[src/pcs_ctl_pkg.sv]
// Package: register map, field positions, reset values, timing and path types
package pcs_ctl_pkg;

    // Register indices; byte address is four times the index
    localparam logic [5:0] IDX_CODING_SUBLAYER_CONFIG = 6'h17;
    localparam logic [5:0] IDX_LOOPBACK_BYPASS_CONTROL = 6'h18;
    localparam logic [5:0] IDX_JABBER_CONFIG = 6'h19;
    localparam logic [5:0] IDX_TEN_MEG_CONFIG_STATUS = 6'h1B;
    localparam logic [5:0] IDX_PATH_STATUS = 6'h1C;

    // Field positions
    localparam int BIT_LINE_CODING_EN = 15;
    localparam int BIT_RELAY_STATION = 12;
    localparam int BIT_CODE_GROUP_BYPASS = 14;
    localparam int BIT_SCRAMBLER_BYPASS = 13;
    localparam int BIT_FULL_CHANNEL_BYPASS = 12;
    localparam int BIT_JABBER_OVERRIDE = 11;
    localparam int BIT_TEN_MEG_SERIAL = 9;
    localparam int BIT_STAT_CRS = 0;
    localparam int BIT_STAT_JABBER = 1;
    localparam int BIT_STAT_CIM = 2;
    localparam int BIT_STAT_MODE_LO = 4;
    localparam int BIT_STAT_FIFO_EMPTY = 8;

    // Reset values of bits not taken from straps
    localparam logic RST_LINE_CODING_EN = 1'b1;
    localparam logic RST_JABBER_OVERRIDE = 1'b0;

    // Timing
    localparam int CLK_PERIOD_NS = 100;
    localparam int JABBER_TIME_US = 722;
    localparam int JABBER_CYCLES = (JABBER_TIME_US * 1000 + CLK_PERIOD_NS - 1) / CLK_PERIOD_NS;
    localparam int JABBER_CNT_W = 14;

    // Buffering
    localparam int FIFO_DEPTH = 16;

    typedef enum logic [1:0] {
        MII_NIBBLE_100  = 2'b00,
        MII_CODE_GROUP  = 2'b01,
        MII_NIBBLE_10   = 2'b10,
        MII_SERIAL_10   = 2'b11
    } mii_mode_t;

    typedef enum logic [1:0] {
        MII_CLK_25M  = 2'b00,
        MII_CLK_2M5  = 2'b01,
        MII_CLK_10M  = 2'b10
    } mii_clk_t;

    typedef struct packed {
        logic [4:0] sym;
        logic       err;
    } sym_word_t;

    typedef struct packed {
        logic      code_group_bypass;
        logic      scrambler_bypass;
        logic      line_coding_en;
        logic      carrier_integrity_check;
        mii_mode_t mode;
        mii_clk_t  clk_rate;
    } path_ctl_t;

endpackage

[src/phy_coding_path_control.sv]
// Coding sublayer configuration, carrier sense control and transmit symbol buffer
`timescale 1ns/10ps
`default_nettype none

////////////////////////////////////////////////////////////////////////////////
// Transmit symbol FIFO; ready and valid are registered from the next count

module pcs_sym_fifo #(
    parameter int WIDTH = 6,
    parameter int DEPTH = 16
) (
    input  wire logic             clk_i,
    input  wire logic             rst_i,
    input  wire logic [WIDTH-1:0] in_data_i,
    input  wire logic             in_valid_i,
    output var  logic             in_ready_o,
    output var  logic [WIDTH-1:0] out_data_o,
    output var  logic             out_valid_o,
    input  wire logic             out_ready_i
);
    localparam int AW = $clog2(DEPTH);

    logic [WIDTH-1:0] mem [DEPTH];
    logic [AW-1:0]    wr_ptr;
    logic [AW-1:0]    rd_ptr;
    logic [AW:0]      count;
    logic [AW:0]      next_count;
    logic             push;
    logic             pop;

    assign push = in_valid_i & in_ready_o;
    assign pop  = out_valid_o & out_ready_i;
    assign out_data_o = mem[rd_ptr];

    always_comb begin
        next_count = count;
        if (push && !pop) begin
            next_count = count + (AW+1)'(1);
        end else if (pop && !push) begin
            next_count = count - (AW+1)'(1);
        end
    end

    always_ff @(posedge clk_i) begin
        if (push) begin
            mem[wr_ptr] <= in_data_i;
        end
    end

    always_ff @(posedge clk_i) begin
        if (rst_i) begin
            wr_ptr <= '0;
            rd_ptr <= '0;
        end else begin
            if (push) begin
                wr_ptr <= (wr_ptr == AW'(DEPTH-1)) ? '0 : wr_ptr + AW'(1);
            end
            if (pop) begin
                rd_ptr <= (rd_ptr == AW'(DEPTH-1)) ? '0 : rd_ptr + AW'(1);
            end
        end
    end

    always_ff @(posedge clk_i) begin
        if (rst_i) begin
            count       <= '0;
            in_ready_o  <= 1'b0;
            out_valid_o <= 1'b0;
        end else begin
            count       <= next_count;
            in_ready_o  <= (next_count != (AW+1)'(DEPTH));
            out_valid_o <= (next_count != '0);
        end
    end

endmodule

////////////////////////////////////////////////////////////////////////////////
// Top level

// Summary of operation
// Code-group bypass skips transmit encoder and receive decoder; default from strap.
// Scrambler bypass skips transmit scrambler and receive descrambler; default from strap.
// Line transition coding enable resets to one; clearing bypasses NRZI both ways.
// Software keeps NRZI coding enabled in normal 100 Mb/s use; test only.
// Full channel bypass skips every 100 Mb/s coding stage; default from strap.
// Relay station mode: carrier sense on receive only; otherwise receive or transmit.
// At 10 Mb/s relay station mode changes carrier sense behaviour only.
// At 100 Mb/s relay station mode enables carrier integrity check; node mode off.
// At 100 Mb/s relay station mode holds carrier sense through long jabber.
// A separate configuration bit overrides holding carrier sense during jabber.
// At 100 Mb/s MII runs nibble clocking at 25 MHz regardless of bypass.
// With code-group or full bypass, fifth bit travels on TX_ER and RX_ER.
// In 10 Mb/s nibble mode clocks run 2.5 MHz; bypasses have no effect.
// 10 Mb/s serial mode uses TXD[0] and RXD[0] at 10 MHz only.
// Serial mode keeps CRS, COL, error and valid signals working as nibble mode.
// Ten meg serial select bit chooses serial mode; default from serial strap.
// Straps sampled during reset load the register bits at release.
// Node mode or override drops carrier sense when jabber time limit passes.
module phy_coding_path_control #(
    parameter int JABBER_CYCLES = pcs_ctl_pkg::JABBER_CYCLES
) (
    input  wire logic                   clk_i,
    input  wire logic                   rst_i,
    input  wire logic                   wb_cyc_i,
    input  wire logic                   wb_stb_i,
    input  wire logic                   wb_we_i,
    input  wire logic [7:0]             wb_adr_i,
    input  wire logic [3:0]             wb_sel_i,
    input  wire logic [31:0]            wb_dat_i,
    output var  logic [31:0]            wb_dat_o,
    output var  logic                   wb_ack_o,
    input  wire logic                   code_group_bypass_strap_i,
    input  wire logic                   scrambler_bypass_strap_i,
    input  wire logic                   full_channel_bypass_strap_i,
    input  wire logic                   relay_station_strap_i,
    input  wire logic                   serial_mode_strap_i,
    input  wire logic                   speed_100_i,
    input  wire logic                   rx_active_i,
    input  wire logic                   tx_active_i,
    input  wire logic [3:0]             txd_i,
    input  wire logic                   tx_er_i,
    input  wire logic                   tx_en_i,
    output var  logic                   tx_ready_o,
    output var  pcs_ctl_pkg::sym_word_t sym_o,
    output var  logic                   sym_valid_o,
    input  wire logic                   sym_ready_i,
    input  wire logic [4:0]             rx_sym_i,
    input  wire logic                   rx_err_i,
    input  wire logic                   rx_dv_i,
    output var  logic [3:0]             rxd_o,
    output var  logic                   rx_er_o,
    output var  logic                   rx_dv_o,
    output var  logic                   crs_o,
    output var  pcs_ctl_pkg::path_ctl_t path_o
);
    localparam int CW = pcs_ctl_pkg::JABBER_CNT_W;

    logic                   code_group_bypass;
    logic                   scrambler_bypass;
    logic                   full_channel_bypass;
    logic                   line_coding_en;
    logic                   relay_station_mode;
    logic                   jabber_override;
    logic                   ten_meg_serial_select;
    logic [CW-1:0]          jabber_cnt;
    logic                   jabber_expired;
    logic                   wb_req;
    logic                   wb_wr_lo;
    logic                   wb_wr_hi;
    logic [5:0]             wb_idx;
    logic [15:0]            next_rdata;
    pcs_ctl_pkg::mii_mode_t next_mode;
    pcs_ctl_pkg::sym_word_t tx_word;
    pcs_ctl_pkg::sym_word_t fifo_out;
    logic                   fifo_valid;
    logic                   fifo_pop;
    logic                   fifo_empty_seen;
    logic                   hold_in_jabber;

    ////////////////////////////////////////////////////////////////////////////
    // Wishbone slave: one wait state, ack held for one cycle

    assign wb_req   = wb_cyc_i & wb_stb_i & ~wb_ack_o;
    assign wb_idx   = wb_adr_i[7:2];
    assign wb_wr_lo = wb_req & wb_we_i & wb_sel_i[0];
    assign wb_wr_hi = wb_req & wb_we_i & wb_sel_i[1];

    always_ff @(posedge clk_i) begin
        if (rst_i) begin
            wb_ack_o <= 1'b0;
            wb_dat_o <= 32'h0000_0000;
        end else begin
            wb_ack_o <= wb_req;
            if (wb_req && !wb_we_i) begin
                wb_dat_o <= {16'h0000, next_rdata};
            end
        end
    end

    always_comb begin
        next_rdata = 16'h0000;
        case (wb_idx)
            pcs_ctl_pkg::IDX_CODING_SUBLAYER_CONFIG: begin
                next_rdata[pcs_ctl_pkg::BIT_LINE_CODING_EN] = line_coding_en;
                next_rdata[pcs_ctl_pkg::BIT_RELAY_STATION]  = relay_station_mode;
            end
            pcs_ctl_pkg::IDX_LOOPBACK_BYPASS_CONTROL: begin
                next_rdata[pcs_ctl_pkg::BIT_CODE_GROUP_BYPASS]   = code_group_bypass;
                next_rdata[pcs_ctl_pkg::BIT_SCRAMBLER_BYPASS]    = scrambler_bypass;
                next_rdata[pcs_ctl_pkg::BIT_FULL_CHANNEL_BYPASS] = full_channel_bypass;
            end
            pcs_ctl_pkg::IDX_JABBER_CONFIG: begin
                next_rdata[pcs_ctl_pkg::BIT_JABBER_OVERRIDE] = jabber_override;
            end
            pcs_ctl_pkg::IDX_TEN_MEG_CONFIG_STATUS: begin
                next_rdata[pcs_ctl_pkg::BIT_TEN_MEG_SERIAL] = ten_meg_serial_select;
            end
            pcs_ctl_pkg::IDX_PATH_STATUS: begin
                next_rdata[pcs_ctl_pkg::BIT_STAT_CRS]    = crs_o;
                next_rdata[pcs_ctl_pkg::BIT_STAT_JABBER] = jabber_expired;
                next_rdata[pcs_ctl_pkg::BIT_STAT_CIM]    = path_o.carrier_integrity_check;
                next_rdata[pcs_ctl_pkg::BIT_STAT_MODE_LO +: 2] = path_o.mode;
                next_rdata[pcs_ctl_pkg::BIT_STAT_FIFO_EMPTY]   = fifo_empty_seen;
            end
            default: begin
            end
        endcase
    end

    ////////////////////////////////////////////////////////////////////////////
    // Straps follow the pins during reset; the value at release is kept

    always_ff @(posedge clk_i) begin
        if (rst_i) begin
            code_group_bypass   <= code_group_bypass_strap_i;
            scrambler_bypass    <= scrambler_bypass_strap_i;
            full_channel_bypass <= full_channel_bypass_strap_i;
        end else if (wb_wr_hi && wb_idx == pcs_ctl_pkg::IDX_LOOPBACK_BYPASS_CONTROL) begin
            code_group_bypass   <= wb_dat_i[pcs_ctl_pkg::BIT_CODE_GROUP_BYPASS];
            scrambler_bypass    <= wb_dat_i[pcs_ctl_pkg::BIT_SCRAMBLER_BYPASS];
            full_channel_bypass <= wb_dat_i[pcs_ctl_pkg::BIT_FULL_CHANNEL_BYPASS];
        end
    end

    always_ff @(posedge clk_i) begin
        if (rst_i) begin
            line_coding_en     <= pcs_ctl_pkg::RST_LINE_CODING_EN;
            relay_station_mode <= relay_station_strap_i;
        end else if (wb_wr_hi && wb_idx == pcs_ctl_pkg::IDX_CODING_SUBLAYER_CONFIG) begin
            line_coding_en     <= wb_dat_i[pcs_ctl_pkg::BIT_LINE_CODING_EN];
            relay_station_mode <= wb_dat_i[pcs_ctl_pkg::BIT_RELAY_STATION];
        end
    end

    always_ff @(posedge clk_i) begin
        if (rst_i) begin
            jabber_override <= pcs_ctl_pkg::RST_JABBER_OVERRIDE;
        end else if (wb_wr_hi && wb_idx == pcs_ctl_pkg::IDX_JABBER_CONFIG) begin
            jabber_override <= wb_dat_i[pcs_ctl_pkg::BIT_JABBER_OVERRIDE];
        end
    end

    always_ff @(posedge clk_i) begin
        if (rst_i) begin
            ten_meg_serial_select <= serial_mode_strap_i;
        end else if (wb_wr_hi && wb_idx == pcs_ctl_pkg::IDX_TEN_MEG_CONFIG_STATUS) begin
            ten_meg_serial_select <= wb_dat_i[pcs_ctl_pkg::BIT_TEN_MEG_SERIAL];
        end
    end

    // Low byte only clears the sticky empty flag; set wins
    always_ff @(posedge clk_i) begin
        if (rst_i) begin
            fifo_empty_seen <= 1'b0;
        end else if (!fifo_valid) begin
            fifo_empty_seen <= 1'b1;
        end else if (wb_wr_lo && wb_idx == pcs_ctl_pkg::IDX_PATH_STATUS
                     && wb_dat_i[pcs_ctl_pkg::BIT_STAT_FIFO_EMPTY - 8 + 8 - 8]) begin
            fifo_empty_seen <= 1'b0;
        end
    end

    ////////////////////////////////////////////////////////////////////////////
    // Path control: bypasses only matter at 100 Mb/s

    always_comb begin
        if (speed_100_i) begin
            next_mode = (code_group_bypass || full_channel_bypass)
                      ? pcs_ctl_pkg::MII_CODE_GROUP : pcs_ctl_pkg::MII_NIBBLE_100;
        end else if (ten_meg_serial_select) begin
            next_mode = pcs_ctl_pkg::MII_SERIAL_10;
        end else begin
            next_mode = pcs_ctl_pkg::MII_NIBBLE_10;
        end
    end

    always_ff @(posedge clk_i) begin
        if (rst_i) begin
            path_o <= '0;
        end else begin
            path_o.code_group_bypass <= speed_100_i
                                      & (code_group_bypass | full_channel_bypass);
            path_o.scrambler_bypass  <= speed_100_i
                                      & (scrambler_bypass | full_channel_bypass);
            // NRZI stage idles below 100 Mb/s; enable reads set
            path_o.line_coding_en    <= ~speed_100_i
                                      | (line_coding_en & ~full_channel_bypass);
            path_o.carrier_integrity_check <= speed_100_i & relay_station_mode;
            path_o.mode <= next_mode;
            case (next_mode)
                pcs_ctl_pkg::MII_NIBBLE_100, pcs_ctl_pkg::MII_CODE_GROUP: begin
                    path_o.clk_rate <= pcs_ctl_pkg::MII_CLK_25M;
                end
                pcs_ctl_pkg::MII_SERIAL_10: begin
                    path_o.clk_rate <= pcs_ctl_pkg::MII_CLK_10M;
                end
                default: begin
                    path_o.clk_rate <= pcs_ctl_pkg::MII_CLK_2M5;
                end
            endcase
        end
    end

    ////////////////////////////////////////////////////////////////////////////
    // Carrier sense and jabber timing

    // Counter saturates so a very long reception cannot wrap and re-arm
    always_ff @(posedge clk_i) begin
        if (rst_i || !rx_active_i) begin
            jabber_cnt     <= '0;
            jabber_expired <= 1'b0;
        end else begin
            if (jabber_cnt != CW'(JABBER_CYCLES)) begin
                jabber_cnt <= jabber_cnt + CW'(1);
            end
            jabber_expired <= (jabber_cnt >= CW'(JABBER_CYCLES - 1));
        end
    end

    // Speed, relay mode and override gate the hold; at 10 Mb/s the relay mode touches CRS alone
    assign hold_in_jabber = speed_100_i & relay_station_mode & ~jabber_override;

    always_ff @(posedge clk_i) begin
        if (rst_i) begin
            crs_o <= 1'b0;
        end else begin
            crs_o <= (rx_active_i & ~(jabber_expired & ~hold_in_jabber))
                   | (~relay_station_mode & tx_active_i);
        end
    end

    ////////////////////////////////////////////////////////////////////////////
    // Receive formatting; DV and error keep nibble behaviour in serial mode

    always_ff @(posedge clk_i) begin
        if (rst_i) begin
            rxd_o   <= 4'h0;
            rx_er_o <= 1'b0;
            rx_dv_o <= 1'b0;
        end else begin
            rx_dv_o <= rx_dv_i;
            case (path_o.mode)
                pcs_ctl_pkg::MII_CODE_GROUP: begin
                    rxd_o   <= rx_sym_i[3:0];
                    rx_er_o <= rx_sym_i[4];
                end
                pcs_ctl_pkg::MII_SERIAL_10: begin
                    rxd_o   <= {3'h0, rx_sym_i[0]};
                    rx_er_o <= rx_err_i;
                end
                default: begin
                    rxd_o   <= rx_sym_i[3:0];
                    rx_er_o <= rx_err_i;
                end
            endcase
        end
    end

    ////////////////////////////////////////////////////////////////////////////
    // Transmit formatting and buffering

    always_comb begin
        tx_word.sym = {1'b0, txd_i};
        tx_word.err = tx_er_i;
        case (path_o.mode)
            pcs_ctl_pkg::MII_CODE_GROUP: begin
                tx_word.sym = {tx_er_i, txd_i};
                tx_word.err = 1'b0;
            end
            pcs_ctl_pkg::MII_SERIAL_10: begin
                tx_word.sym = {4'h0, txd_i[0]};
                tx_word.err = tx_er_i;
            end
            default: begin
            end
        endcase
    end

    pcs_sym_fifo #(
        .WIDTH ($bits(pcs_ctl_pkg::sym_word_t)),
        .DEPTH (pcs_ctl_pkg::FIFO_DEPTH)
    ) u_fifo (
        .clk_i       (clk_i),
        .rst_i       (rst_i),
        .in_data_i   (tx_word),
        .in_valid_i  (tx_en_i),
        .in_ready_o  (tx_ready_o),
        .out_data_o  (fifo_out),
        .out_valid_o (fifo_valid),
        .out_ready_i (fifo_pop)
    );

    assign fifo_pop = fifo_valid & (~sym_valid_o | sym_ready_i);

    always_ff @(posedge clk_i) begin
        if (rst_i) begin
            sym_valid_o <= 1'b0;
            sym_o       <= '0;
        end else if (fifo_pop) begin
            sym_valid_o <= 1'b1;
            sym_o       <= fifo_out;
        end else if (sym_ready_i) begin
            sym_valid_o <= 1'b0;
        end
    end

endmodule

`default_nettype wire

[config.mk]
export PLATFORM = sky130hd
export DESIGN_NAME = phy_coding_path_control
export DESIGN_NICKNAME = d
export VERILOG_FILES = /design/src/pcs_ctl_pkg.sv /design/src/phy_coding_path_control.sv
export SDC_FILE = /design/constraint.sdc
export NUM_CORES = 1
export LEC_CHECK = 0
export BUFFER_PORTS_ARGS = -buffer_cell sky130_fd_sc_hd__buf_2
export CAP_MARGIN = 20
export CORE_MARGIN = 1
export CORE_UTILIZATION = 50
export CTS_CLUSTER_SIZE = 8
export DETAILED_ROUTE_END_ITERATION = 6
export PLACE_DENSITY = 0.75
export SYNTH_ARGS = -nofsm -noshare
export SYNTH_HDL_FRONTEND = slang
export SYNTH_SLANG_ARGS = --single-unit
[constraint.sdc]
create_clock -name clk_i -period 1.6 [get_ports clk_i]
set_input_delay 0.32 -clock clk_i [delete_from_list [all_inputs] [get_ports clk_i]]
set_output_delay 0.32 -clock clk_i [all_outputs]
set_load 0.02 [all_outputs]
# Yosys cells after proc, flatten, opt, wreduce, memory -nomap -nowiden
# Memory sizes are Yosys's and may differ from the RTL's. A register that Yosys moved wholly into a read port is not among the register bits.
# Cells that the tools add are included.
classes:
  addsub: 5
  mul: 0
  div: 0
  magnitude_cmp: 1
  eq_ne: 14
  shifts: 0
  muxes: 34
  bitwise: 29
  n_reduce_logical: 23
op_table:
  columns: ["op", "count"]
  rows:
  - ["$eq 6x5->1 const B", 5]
  - ["$mux 1", 23]
  - ["$and 1x1->1", 16]
  - ["$add 14x1->14 const B", 1]
  - ["$ge 14x13->1 const B", 1]
  - ["$ne 14x13->1 const B", 1]
  - ["$pmux 6 s2", 1]
  - ["$mux 5", 2]
  - ["$logic_and 1x1->1", 9]
  - ["$add 4x1->4 const B", 2]
  - ["$eq 4x4->1 const B", 2]
  - ["$mux 4", 2]
  - ["$not 1->1", 8]
  - ["$reduce_bool 2->1", 4]
  - ["$mux 2", 3]
  - ["$add 5x1->5 const B", 1]
  - ["$ne 5x5->1 const B", 1]
  - ["$or 1x1->1", 5]
  - ["$reduce_bool 5->1", 1]
  - ["$sub 5x1->5 const B", 1]
  - ["$eq 2x1->1 const B", 2]
  - ["$eq 2x2->1 const B", 2]
  - ["$logic_not 1->1", 4]
  - ["$pmux 2 s2", 1]
  - ["6 further kinds", 8]
word_totals:
  regBits: 67
  latchBits: 0
  mem_bits_rw: 96
  rom_bits: 0
  inputBits: 71
  output_inout_bits: 56
  wordCells: 136
  n_memories: 1
mem_list:
  columns: ["name", "depth", "width", "read_ports", "rd_ports_with_merged_regs", "write_ports", "line", "text"]
  rows:
  - ["u_fifo.mem", 16, 6, 1, 1, 1, "phy_coding_path_control.sv:23", "logic [WIDTH-1:0] mem [DEPTH];"]

# Longest topological paths before layout
# Gate-level depths: netlist of the first run.
logic_depth:
  word_depth: 8
  depth_mapped: 7
  depth_no_buf: 7

# Hierarchy
# A second synthesis of the first run with hierarchy kept.
hier_totals:
  hier_cells: 532
  area_unflattened_um2: 7241.9
by_module_without_submodules:
  columns: ["mod", "instances", "cells_each", "area_per_inst_um2", "seq_area_each_um2"]
  rows:
  - ["pcs_sym_fifo", 1, 251, 4665.7, 3263.1]
  - ["phy_coding_path_control", 1, 281, 2576.2, 1211.2]

# Worst setup path after synthesis of the first run
# No wires, ideal clock.
synth_path:
  path_kind: "reg-to-reg"
  start: "reg u_fifo.in_ready_o"
  end: "mem u_fifo.mem[3][0], enable pin"
  setup_time_ns: 0.377
  arrival_time_ns: 1.370
  t_required_ns: 1.223
  slack_ns: -0.147
  stages_incl_launch_ff: 5
  path_buffers: 1
  synth_period_minus_slack_ns: 1.747
  cell_sequence: "dfxtp_1 -> and2_1 -> buf_6 -> nand2_1 -> nor3_1"
synth_via:
  elab_chain_cells: 3
synth_lines:
  columns: ["item", "line", "text"]
  rows:
  - ["start: declaration", "phy_coding_path_control.sv:16", "output var logic in_ready_o,"]
  - ["start signal: assignment", "phy_coding_path_control.sv:71", "in_ready_o <= (next_count != (AW+1)'(DEPTH));"]
  - ["$and 1x1->1", "phy_coding_path_control.sv:31", "assign push = in_valid_i & in_ready_o;"]
  - ["$mux 1", "phy_coding_path_control.sv:45", "if (push) begin"]
  - ["$mux 1 (not written as such)", "phy_coding_path_control.sv:46", "mem[wr_ptr] <= in_data_i;"]
  - ["end: declaration", "phy_coding_path_control.sv:23", null]
# No other way between the ends.

==> flow_metrics.tcl, run 1 <==
set metrics [dict create \
    status "finished with violations" \
    violations "setup timing" \
    avgViaCountPerCell 5.474 \
    p_int_mw 8.303 \
    chipWidth_um 121.5 \
    die_h_um 121.5 \
    reg2reg_depth 4 \
    max-slew-margin-rel_pct 60.04 \
    wl_per_cell_um 17.05 \
    totalPowerFinal_mw 11.37 \
    final_design_area_no_fill_mm2 0.008645 \
    fp-row-count 43 \
    drv_slew 0 \
    grt_max_degree 28 \
    irDropWorstVdd_uv 858.2 \
    synth.top_cell.area_share_pct 42.51 \
    drc 0 \
    syn-cell-area_mm2 0.007134 \
    avgSynthCellArea_um2 13.21 \
    area_delta_synth_final_pct 21.17 \
    reg2reg_setup_slack_ns -0.07 \
    holdPathStages 2 \
    synthCells 540 \
    insertion_delay_ns 0.43 \
    critPathSlowestCell "mux4_2" \
    synth_most_common_cell "edfxtp_1" \
    holdBufCountCts 0 \
    portBuffers 77 \
    cts_buffers 17 \
    cp.required_ns 1.87 \
    critPathLaunchType "register" \
    drive_gt1_share_pct 31.86 \
    postPlaceCellArea_mm2 0.007955 \
    nFillCells 1002 \
    timing.fmax_mhz 598.0 \
    vias 4697 \
    initial_utilization_pct 51.40 \
    switching_share_pct 26.99 \
    clock_path_buffers 2 \
    cts_tree "yes" \
    p_sw_mw 3.069 \
    rsz0062_at_grt "true" \
    gp_congestion 0.8303 \
    track_usage_pct 21.04 \
    multiInputGateArea_mm2 0.002529 \
    io_pins 127 \
    holdWs_ns 0.1074 \
    coreArea_mm2 0.01388 \
    cap_viol_max_count 0 \
    nNetsFinal 745 \
    synthArstFlopShare_pct 0 \
    final_hold_viol_count 0 \
    clock_skew_ns 0.008659 \
    final_core_util_pct 62.28 \
    synth_common_cells "101 x edfxtp_1, 68 x dfxtp_1, 62 x nor2_1, 39 x nand2_1, 23 x a21oi_1" \
    seq_area_frac_synth_pct 61.59 \
    ant_nets 0 \
    cp.arrival_ns 1.94 \
    period_share_pct 104.5 \
    setup.worst_path.class "register to register" \
    synth_ff_type "edfxtp_1" \
    yosys.area.top_type "edfxtp_1" \
    worstPathCellList "buf_8 > mux4_2 > mux2i_1 > o221ai_1" \
    die-area_mm2 0.01475 \
    worstMarginPinSlew_ns 0.5968 \
    critPathCaptureType "register" \
    drt_first_pass_iters 5 \
    clkTransAtPathRegs_ns 0.06 \
    clockPowerShare_pct 35.0 \
    drt_wl_total_um 14630 \
    synth_edf_count 101 \
    grt_pass1_vias 4685 \
    p_comb_share_pct 19.5 \
    final-setup-viol-count 5 \
    root_buffer "clkbuf_16" \
    seqCellArea_mm2 0.004403 \
    ys_ff_latch 169 \
    grt_pass1_wl_um 23220 \
    num_antenna_cells 0 \
    leakagePower_nw 3.216 \
    htreeDepth 4 \
    fin_crit_ns 1.672 \
    globalRouteOverflowTotal 0 \
    clkSinkCount 169 \
    slowest_delay_ns 0.53 \
    antenna_found_initial 0 \
    final.setup.worst_slack_ns -0.07213 \
    fin_setup_tns_ns -0.1487 \
    powerDensity_mw_per_mm2 1316 \
    synth_area_leaders "edfxtp_1 43%, dfxtp_1 19%, mux4_1 5.5%" \
    cp_max_fo 6 \
    synth.distinct_cells 58 \
    ys.warnings.count 0 \
    hold_class "input pin to register" \
    seqPwrFrac_pct 45.4 \
    drtIter0Drc 335 \
    dp_hpwl_um 9979 \
]
-- cell usage in the layout (no fill, tap or decap), drive strengths merged, types with 6 or more instances in the layout --
master | netlist | final
a21oi | 23 | 23
xor2 | 8 | 8
nand2 | 39 | 39
edfxtp | 101 | 101
and2 | 10 | 10
dfxtp | 68 | 68
or3 | 6 | 6
nand3b | 10 | 10
inv | 12 | 14
nor3 | 11 | 11
a22oi | 8 | 8
xnor2 | 7 | 7
nor2 | 63 | 63
mux2i | 17 | 17
clkbuf | 10 | 22
nand2b | 11 | 11
ha | 9 | 9
buf | 33 | 130
nor2b | 7 | 7
mux4 | 24 | 24
nand3 | 12 | 12
conb | 1 | 20
o221ai | 6 | 6
-- final cells by class --
| type | count | share of cell area, % |
|---|---|---|
| clock buffers | 22 | 5.370 |
| clock inverters | 10 | 1.361 |
| inverters | 12 | 0.5211 |
| multi-input cells | 335 | 29.25 |
| flip-flops and latches | 169 | 50.93 |
| well taps | 180 | 2.605 |
| repair buffers | 130 | 9.958 |
-- repair_timing --
item                       CTS  global route
pin swaps                    5             5
resized for setup           19            15
setup endpoints to repair    8            52
gates cloned                 1             0
setup buffers                3             1
-- flip-flops by register name, summed over array words and instances (netlist names), 5 cells and up --
name and flops:
jabber_cnt 14, path_o 8, sym_o 6, u_fifo.count 5, u_fifo.mem 96, wb_dat_o 12
-- worst max-delay path: cells and delay by family, from the launching register on --
family | cells | cell delay, ns
buf+inv | 1 | 0.15
flops | 1 | 0.42
mux | 2 | 0.76
compound gates | 1 | 0.18
-- kinds of logic after synthesis --
family	count (synthesis)	synth area share (%)
mux	45	11.38
buf+inv	55	4.542
flops	169	61.59
fa+ha+maj	9	1.578
compound gates	55	5.104
xor+xnor	15	1.842
simple gates	191	13.91
other cells	1	0.05256
-- per-stage QoR --
stage	instances	setup slack (ns)
2_1_floorplan	559	0.02834
5_1_grt	858	-0.09659
3_5_place_dp	821	-0.1728
3_3_place_gp	821	-0.08729
4_1_cts	857	-0.03818
6_report	858	-0.07213
-- power groups by stage --
stage	clock network (mW)	logic [mW]	registers, mW
2_1_floorplan	0	1.25	5.32
3_3_place_gp	0	1.94	5.21
3_5_place_dp	0	2.01	5.23
4_1_cts	4.04	2.11	5.15
5_1_grt	4.21	2.38	5.19
6_report	3.98	2.22	5.17
-- per-layer routing --
| metal | wire (um) | vias up | global-route usage (%) |
|---|---|---|---|
| met1 | 5999 | 2294 | 24.54 |
| li1 | - | 2193 | - |
| met4 | 383 | 0 | 10.11 |
| met5 | 0 | - | 0 |
| met3 | 737 | 34 | 4.041 |
| met2 | 7507 | 176 | 37.00 |
-- path summary, 6_finish.rpt --
| kind | start | end |
|---|---|---|
| hold reg to reg | wb_dat_o[15]$_SDFFE_PP0P_ | wb_dat_o[15]$_SDFFE_PP0P_ |
| setup / recovery | u_fifo.rd_ptr[2]$_SDFFE_PP0P_ | sym_o[1]$_SDFFE_PP0P_ |
| hold / removal | rx_sym_i[3] | rxd_o[3]$_SDFF_PP0_ |
| setup reg to reg | u_fifo.rd_ptr[2]$_SDFFE_PP0P_ | sym_o[1]$_SDFFE_PP0P_ |
Note: power is estimated with default switching activity, not from simulation.
==> run 2: changes to the inputs <==
--- a/config.mk
+++ b/config.mk
@@ -5,6 +5,7 @@
 export SDC_FILE = /design/constraint.sdc
 export NUM_CORES = 1
 export LEC_CHECK = 0
+export ABC_AREA = 1
 export BUFFER_PORTS_ARGS = -buffer_cell sky130_fd_sc_hd__buf_2
 export CAP_MARGIN = 20
 export CORE_MARGIN = 1
==> flow_metrics.tcl, run 2 <==
set metrics [dict create \
    status "completed" \
    synth_xor_area_share_pct 0.7200 \
    period_share_pct 90.78 \
    drt_first_pass_iters 7 \
    insertion_delay_ns 0.42 \
    synth.distinct_cells 40 \
    critPathLaunchType "register" \
    dp_hpwl_um 10160 \
    max-slew-margin-rel_pct 50.29 \
    postCtsSetupRepairBufs 0 \
    synth_top_family_by_area "simple AND/OR/NAND/NOR gates" \
    grt_pass1_wl_um 24460 \
    track_usage_pct 21.80 \
    cp_max_fo 4 \
    synth_ff_type "edfxtp_1" \
    drc 0 \
    initial_utilization_pct 51.97 \
    syn-cell-area_mm2 0.007298 \
    final_cell_mix "133 x nor2_1, 119 x nand2_1, 101 x edfxtp_1, 77 x buf_2, 67 x inv_1" \
    seq_area_frac_synth_pct 60.21 \
    avgSynthCellArea_um2 9.454 \
    synth_fa_ha_area_share_pct 1.543 \
    rsz0062_at_grt "false" \
    yosys.area_share.simple_pct 19.34 \
    hold_class "input pin to register" \
    timing.fmax_mhz 688.5 \
    drv_slew 0 \
    largest_register_ffs 96 \
    dp_slack_ns -0.2244 \
    cp.arrival_ns 1.81 \
    final_core_util_pct 61.24 \
    gp_congestion 0.7903 \
    final_common_cell "nor2_1" \
    antenna_found_initial 0 \
    leakagePower_nw 3.528 \
    final_design_area_no_fill_mm2 0.008600 \
    ys.warnings.count 0 \
    avgViaCountPerCell 5.090 \
    portBuffers 77 \
    ant_nets 0 \
    final.setup.worst_slack_ns 0.1476 \
    fp-row-count 43 \
    fin_crit_ns 1.452 \
    clkSinkCount 169 \
    root_buffer "clkbuf_16" \
    final-setup-viol-count 0 \
    regMostFlops "u_fifo.mem" \
    grt_pass1_vias 4977 \
    synthMuxAreaShare_pct 0 \
    critPathCaptureType "register" \
    wl_per_cell_um 14.28 \
    reg_top3 "u_fifo.mem: 96 flops, jabber_cnt: 14 flops, wb_dat_o: 12 flops" \
    ys_ff_latch 169 \
    clock_skew_ns 0.007381 \
    cp.required_ns 1.96 \
    synth.top_cell.area_share_pct 41.56 \
    synth_compound_area_share_pct 10.25 \
    yosys.area.top_type "edfxtp_1" \
    vias 5436 \
    worstMarginPinSlew_ns 0.7449 \
    drtIter0Drc 419 \
    cts_buffers 17 \
    cts_tree "yes" \
    synth_edf_count 101 \
    irDropWorstVdd_uv 910.3 \
    holdWs_ns 0.09006 \
    coreArea_mm2 0.01404 \
    synth_area_leaders "edfxtp_1 42%, dfxtp_1 19%, nor2_1 7.1%" \
    synth_most_common_cell "nor2_1" \
    powerDensity_mw_per_mm2 1439 \
    grt_max_degree 58 \
    setup.worst_path.class "register to register" \
    area_delta_synth_final_pct 17.83 \
    clkTransAtPathRegs_ns 0.06 \
    chipWidth_um 122.8 \
    num_antenna_cells 0 \
    synthCells 772 \
    die-area_mm2 0.01508 \
    die_h_um 122.8 \
    totalPowerFinal_mw 12.38 \
    clock_path_buffers 2 \
    globalRouteOverflowTotal 0 \
    drive_gt1_share_pct 18.92 \
    cap_viol_max_count 0 \
    synthArstFlopShare_pct 0 \
    postPlaceCellArea_mm2 0.007973 \
    drt_wl_total_um 15250 \
    htreeDepth 4 \
    nNetsFinal 955 \
    final_hold_viol_count 0 \
    synth_common_cells "138 x nor2_1, 119 x nand2_1, 101 x edfxtp_1, 68 x dfxtp_1, 67 x inv_1" \
    io_pins 127 \
]
-- run 2: cell types whose count changed in the layout (fill, tap and decap cells not counted), sizes merged, moves of 13 or more --
cell    previous run  this run
nand3             12        44
nor2              63       143
mux2i             17         0
mux4              24         0
o211ai             0        13
buf              130       112
nand2             39       123
a21oi             23        42
inv               14        71
o21ai              5        78
-- run 2: final cells by class --
cell class | instances | area, um^2
Clock buffer | 20 | 436.7
Timing Repair Buffer | 112 | 685.7
Inverter | 71 | 267.8
Sequential cell | 169 | 4397
Tap cell | 180 | 225.2
Multi-Input combinational cell | 504 | 2415
Clock inverter | 12 | 172.7
Fill cell | 1181 | 5443
-- run 2: per-stage QoR --
stage / TNS (ns) / cells
5_1_grt: 0 / 1068
2_1_floorplan: 0 / 791
6_report: 0 / 1068
3_5_place_dp: -7.621 / 1036
3_3_place_gp: -1.092 / 1036
4_1_cts: 0 / 1068
-- run 2: worst paths after layout --
kind,start,endpoint,slack [ns],cells after the start
setup / recovery,jabber_cnt[0]$_SDFFE_PP0P_,jabber_cnt[12]$_SDFFE_PP0P_,0.15,7
hold / removal,rx_dv_i,rx_dv_o$_SDFF_PP0_,0.09,3
setup reg to reg,jabber_cnt[0]$_SDFFE_PP0P_,jabber_cnt[12]$_SDFFE_PP0P_,0.15,7
hold reg to reg,jabber_cnt[12]$_SDFFE_PP0P_,jabber_cnt[12]$_SDFFE_PP0P_,0.45,1
-- run 2: repair_timing --
| item | CTS | global route |
|---|---|---|
| setup endpoints to repair | 64 | 7 |
| resized for setup | 4 | 4 |
| hold buffers | 0 | 0 |
-- run 2: where the power goes --
| part | switching [mW] | leakage [nW] | internal, mW |
|---|---|---|---|
| clock network | 1.64 | 0.296 | 2.61 |
| logic | 1.94 | 1.75 | 1.02 |
| registers | 0.218 | 1.48 | 4.95 |
| total | 3.80 | 3.53 | 8.58 |
-- run 2: cell families (layout without fill, tap and decap cells) --
logic type,count (synthesis),in the layout
AO/OA/AOI/OAI,139,139
flip-flops,169,169
XOR/XNOR,6,6
AND/OR/NAND/NOR,330,330
buffers and inverters,118,215
other,1,20
adder cells (fa/ha/maj),9,9
-- run 2: layer usage --
metal / share of wire [%] / wire [um] / GRT usage, %
met1: 44 / 6691 / 26.84
met2: 48 / 7365 / 36.13
met3: 6.8 / 1043 / 6.970
met4: 0.95 / 145 / 7.165
met5: 0 / 0 / 0
-- run 2: worst max-delay path: stages, from the launching register on --
cell and delay, ns:
dfxtp_1 0.39, ha_2 0.24, nand3_2 0.10, nor2_2 0.17, nand3_1 0.16, nor2_2 0.13, o21ai_0 0.08, a21oi_1 0.12
==> run 3: changes to the inputs <==
--- a/config.mk
+++ b/config.mk
@@ -6,6 +6,7 @@
 export NUM_CORES = 1
 export LEC_CHECK = 0
 export ABC_AREA = 1
+export ABC_CLOCK_PERIOD_IN_PS = 1600
 export BUFFER_PORTS_ARGS = -buffer_cell sky130_fd_sc_hd__buf_2
 export CAP_MARGIN = 20
 export CORE_MARGIN = 1
==> constraint.sdc (replaced) <==
create_clock -name clk_i -period 1.6 [get_ports clk_i]
set_input_delay 0.24 -clock clk_i [delete_from_list [all_inputs] [get_ports clk_i]]
set_output_delay 0.24 -clock clk_i [all_outputs]
set_load 0.02 [all_outputs]
==> flow_metrics.tcl, run 3 (synthesized netlist as in run 2, its figures left out) <==
set metrics [dict create \
    leakagePower_nw 3.535 \
    met2_usage_pct 37.29 \
    track_usage_pct 21.53 \
    rsz0062_at_grt "false" \
    final_core_util_pct 61.33 \
    critPathLaunchType "register" \
    area_delta_synth_final_pct 18.00 \
    avgViaCountPerCell 5.113 \
    final-setup-viol-count 0 \
    final_cell_mix "134 x nor2_1, 119 x nand2_1, 101 x edfxtp_1, 77 x buf_2, 68 x dfxtp_1" \
    timing.fmax_mhz 689.5 \
    largest_register_ffs 96 \
    cp_max_fo 4 \
    cts_buffers 17 \
    insertion_delay_ns 0.42 \
    setup.worst_path.class "register to register" \
    drive_gt1_share_pct 18.67 \
    multiInputGateArea_mm2 0.002412 \
    vias 5466 \
    regMostFlops "u_fifo.mem" \
    die_h_um 122.8 \
    period_share_pct 90.64 \
    clkTransAtPathRegs_ns 0.06 \
    r2r_start "jabber_cnt[0]$_SDFFE_PP0P_" \
    grt_use_met1_pct 25.84 \
    nNetsFinal 956 \
    reg_top3 "u_fifo.mem: 96 flops, jabber_cnt: 14 flops, wb_dat_o: 12 flops" \
    seqCellArea_mm2 0.004394 \
    cts_tree "yes" \
    grt_pass1_wl_um 24060 \
    globalRouteOverflowTotal 0 \
    fp-row-count 43 \
    initial_utilization_pct 51.97 \
    gr-usage-met3_pct 5.762 \
    die-area_mm2 0.01508 \
    ant_nets 0 \
    postPlaceCellArea_mm2 0.007973 \
    final_hold_viol_count 0 \
    root_buffer "clkbuf_16" \
    htreeDepth 4 \
    powerDensity_mw_per_mm2 1429 \
    grt_pass1_vias 4989 \
    chipWidth_um 122.8 \
    clock_path_buffers 2 \
    busiest_layer "met2" \
    clock_skew_ns 0.006974 \
    cp.required_ns 1.96 \
    cap_viol_max_count 0 \
    critPathCaptureType "register" \
    drtIter0Drc 392 \
    drt_wl_total_um 15300 \
    worstSetupStartpoint "jabber_cnt[0]$_SDFFE_PP0P_" \
    totalPowerFinal_mw 12.30 \
    holdWs_ns 0.01944 \
    final_common_cell "nor2_1" \
    num_antenna_cells 0 \
    io_pins 127 \
    hold_class "input pin to register" \
    min-delay-start "rx_dv_i" \
    coreArea_mm2 0.01404 \
    fin_crit_ns 1.450 \
    postCtsSetupRepairBufs 0 \
    drv_slew 0 \
    grt_max_degree 42 \
    status "completed" \
    worstMarginPinSlew_ns 0.7520 \
    clkSinkCount 169 \
    nFillCells 1171 \
    cp.arrival_ns 1.81 \
    wl_per_cell_um 14.31 \
    dp_hpwl_um 10210 \
    irDropWorstVdd_uv 918.1 \
    max-slew-margin-rel_pct 49.81 \
    antenna_found_initial 0 \
    drt_first_pass_iters 5 \
    final_design_area_no_fill_mm2 0.008612 \
    drc 0 \
    gp_congestion 0.8093 \
    portBuffers 77 \
]
run 3: cell type report:
class	count	area share, %
repair buffers	113	8.078
inverters	71	3.109
clock buffers	27	6.567
well taps	180	2.615
multi-input cells	504	28.01
flip-flops and latches	169	51.02
clock inverters	5	0.5957
run 3: timing repair:
action | CTS | global route
hold endpoints to repair | 1 | 0
setup endpoints to repair | 64 | 2
gates resized for setup | 4 | 2
hold buffers | 1 | 0
run 3: metal layers:
metal / vias up / part of all wire [%]
met1: 2531 / 42
met3: 21 / 6.4
met2: 167 / 50
li1: 2747 / -
met5: - / 0
met4: 0 / 1.5
run 3: critical path, cell delays in order, from the launching register on:
cell and delay [ns]:
dfxtp_1 0.39, ha_2 0.24, nand3_2 0.10, nor2_2 0.17, nand3_1 0.14, nor2_1 0.14, o21ai_0 0.09, a21oi_1 0.11
run 3: power breakdown:
| group | switching, mW | internal, mW |
|---|---|---|
| clock network | 1.56 | 2.57 |
| registers | 0.214 | 4.94 |
| logic | 1.99 | 1.03 |
| total | 3.76 | 8.54 |
run 3: per-stage QoR:
stage / std cells / setup TNS [ns] / setup slack (ns)
floorplan: 791 / 0 / 0.1086
global placement: 1036 / -1.095 / -0.03490
detailed placement: 1036 / -3.913 / -0.08506
CTS: 1069 / 0 / 0.1074
global route: 1069 / 0 / 0.008591
finish: 1069 / 0 / 0.1498
run 3: worst paths after layout:
path,endpoint,slack [ns],cells past startpoint
worst max-delay path,jabber_cnt[12]$_SDFFE_PP0P_,0.15,7
worst max register to register,jabber_cnt[12]$_SDFFE_PP0P_,0.15,7
worst min register to register,jabber_cnt[12]$_SDFFE_PP0P_,0.45,1
worst min-delay path,rx_dv_o$_SDFF_PP0_,0.02,3
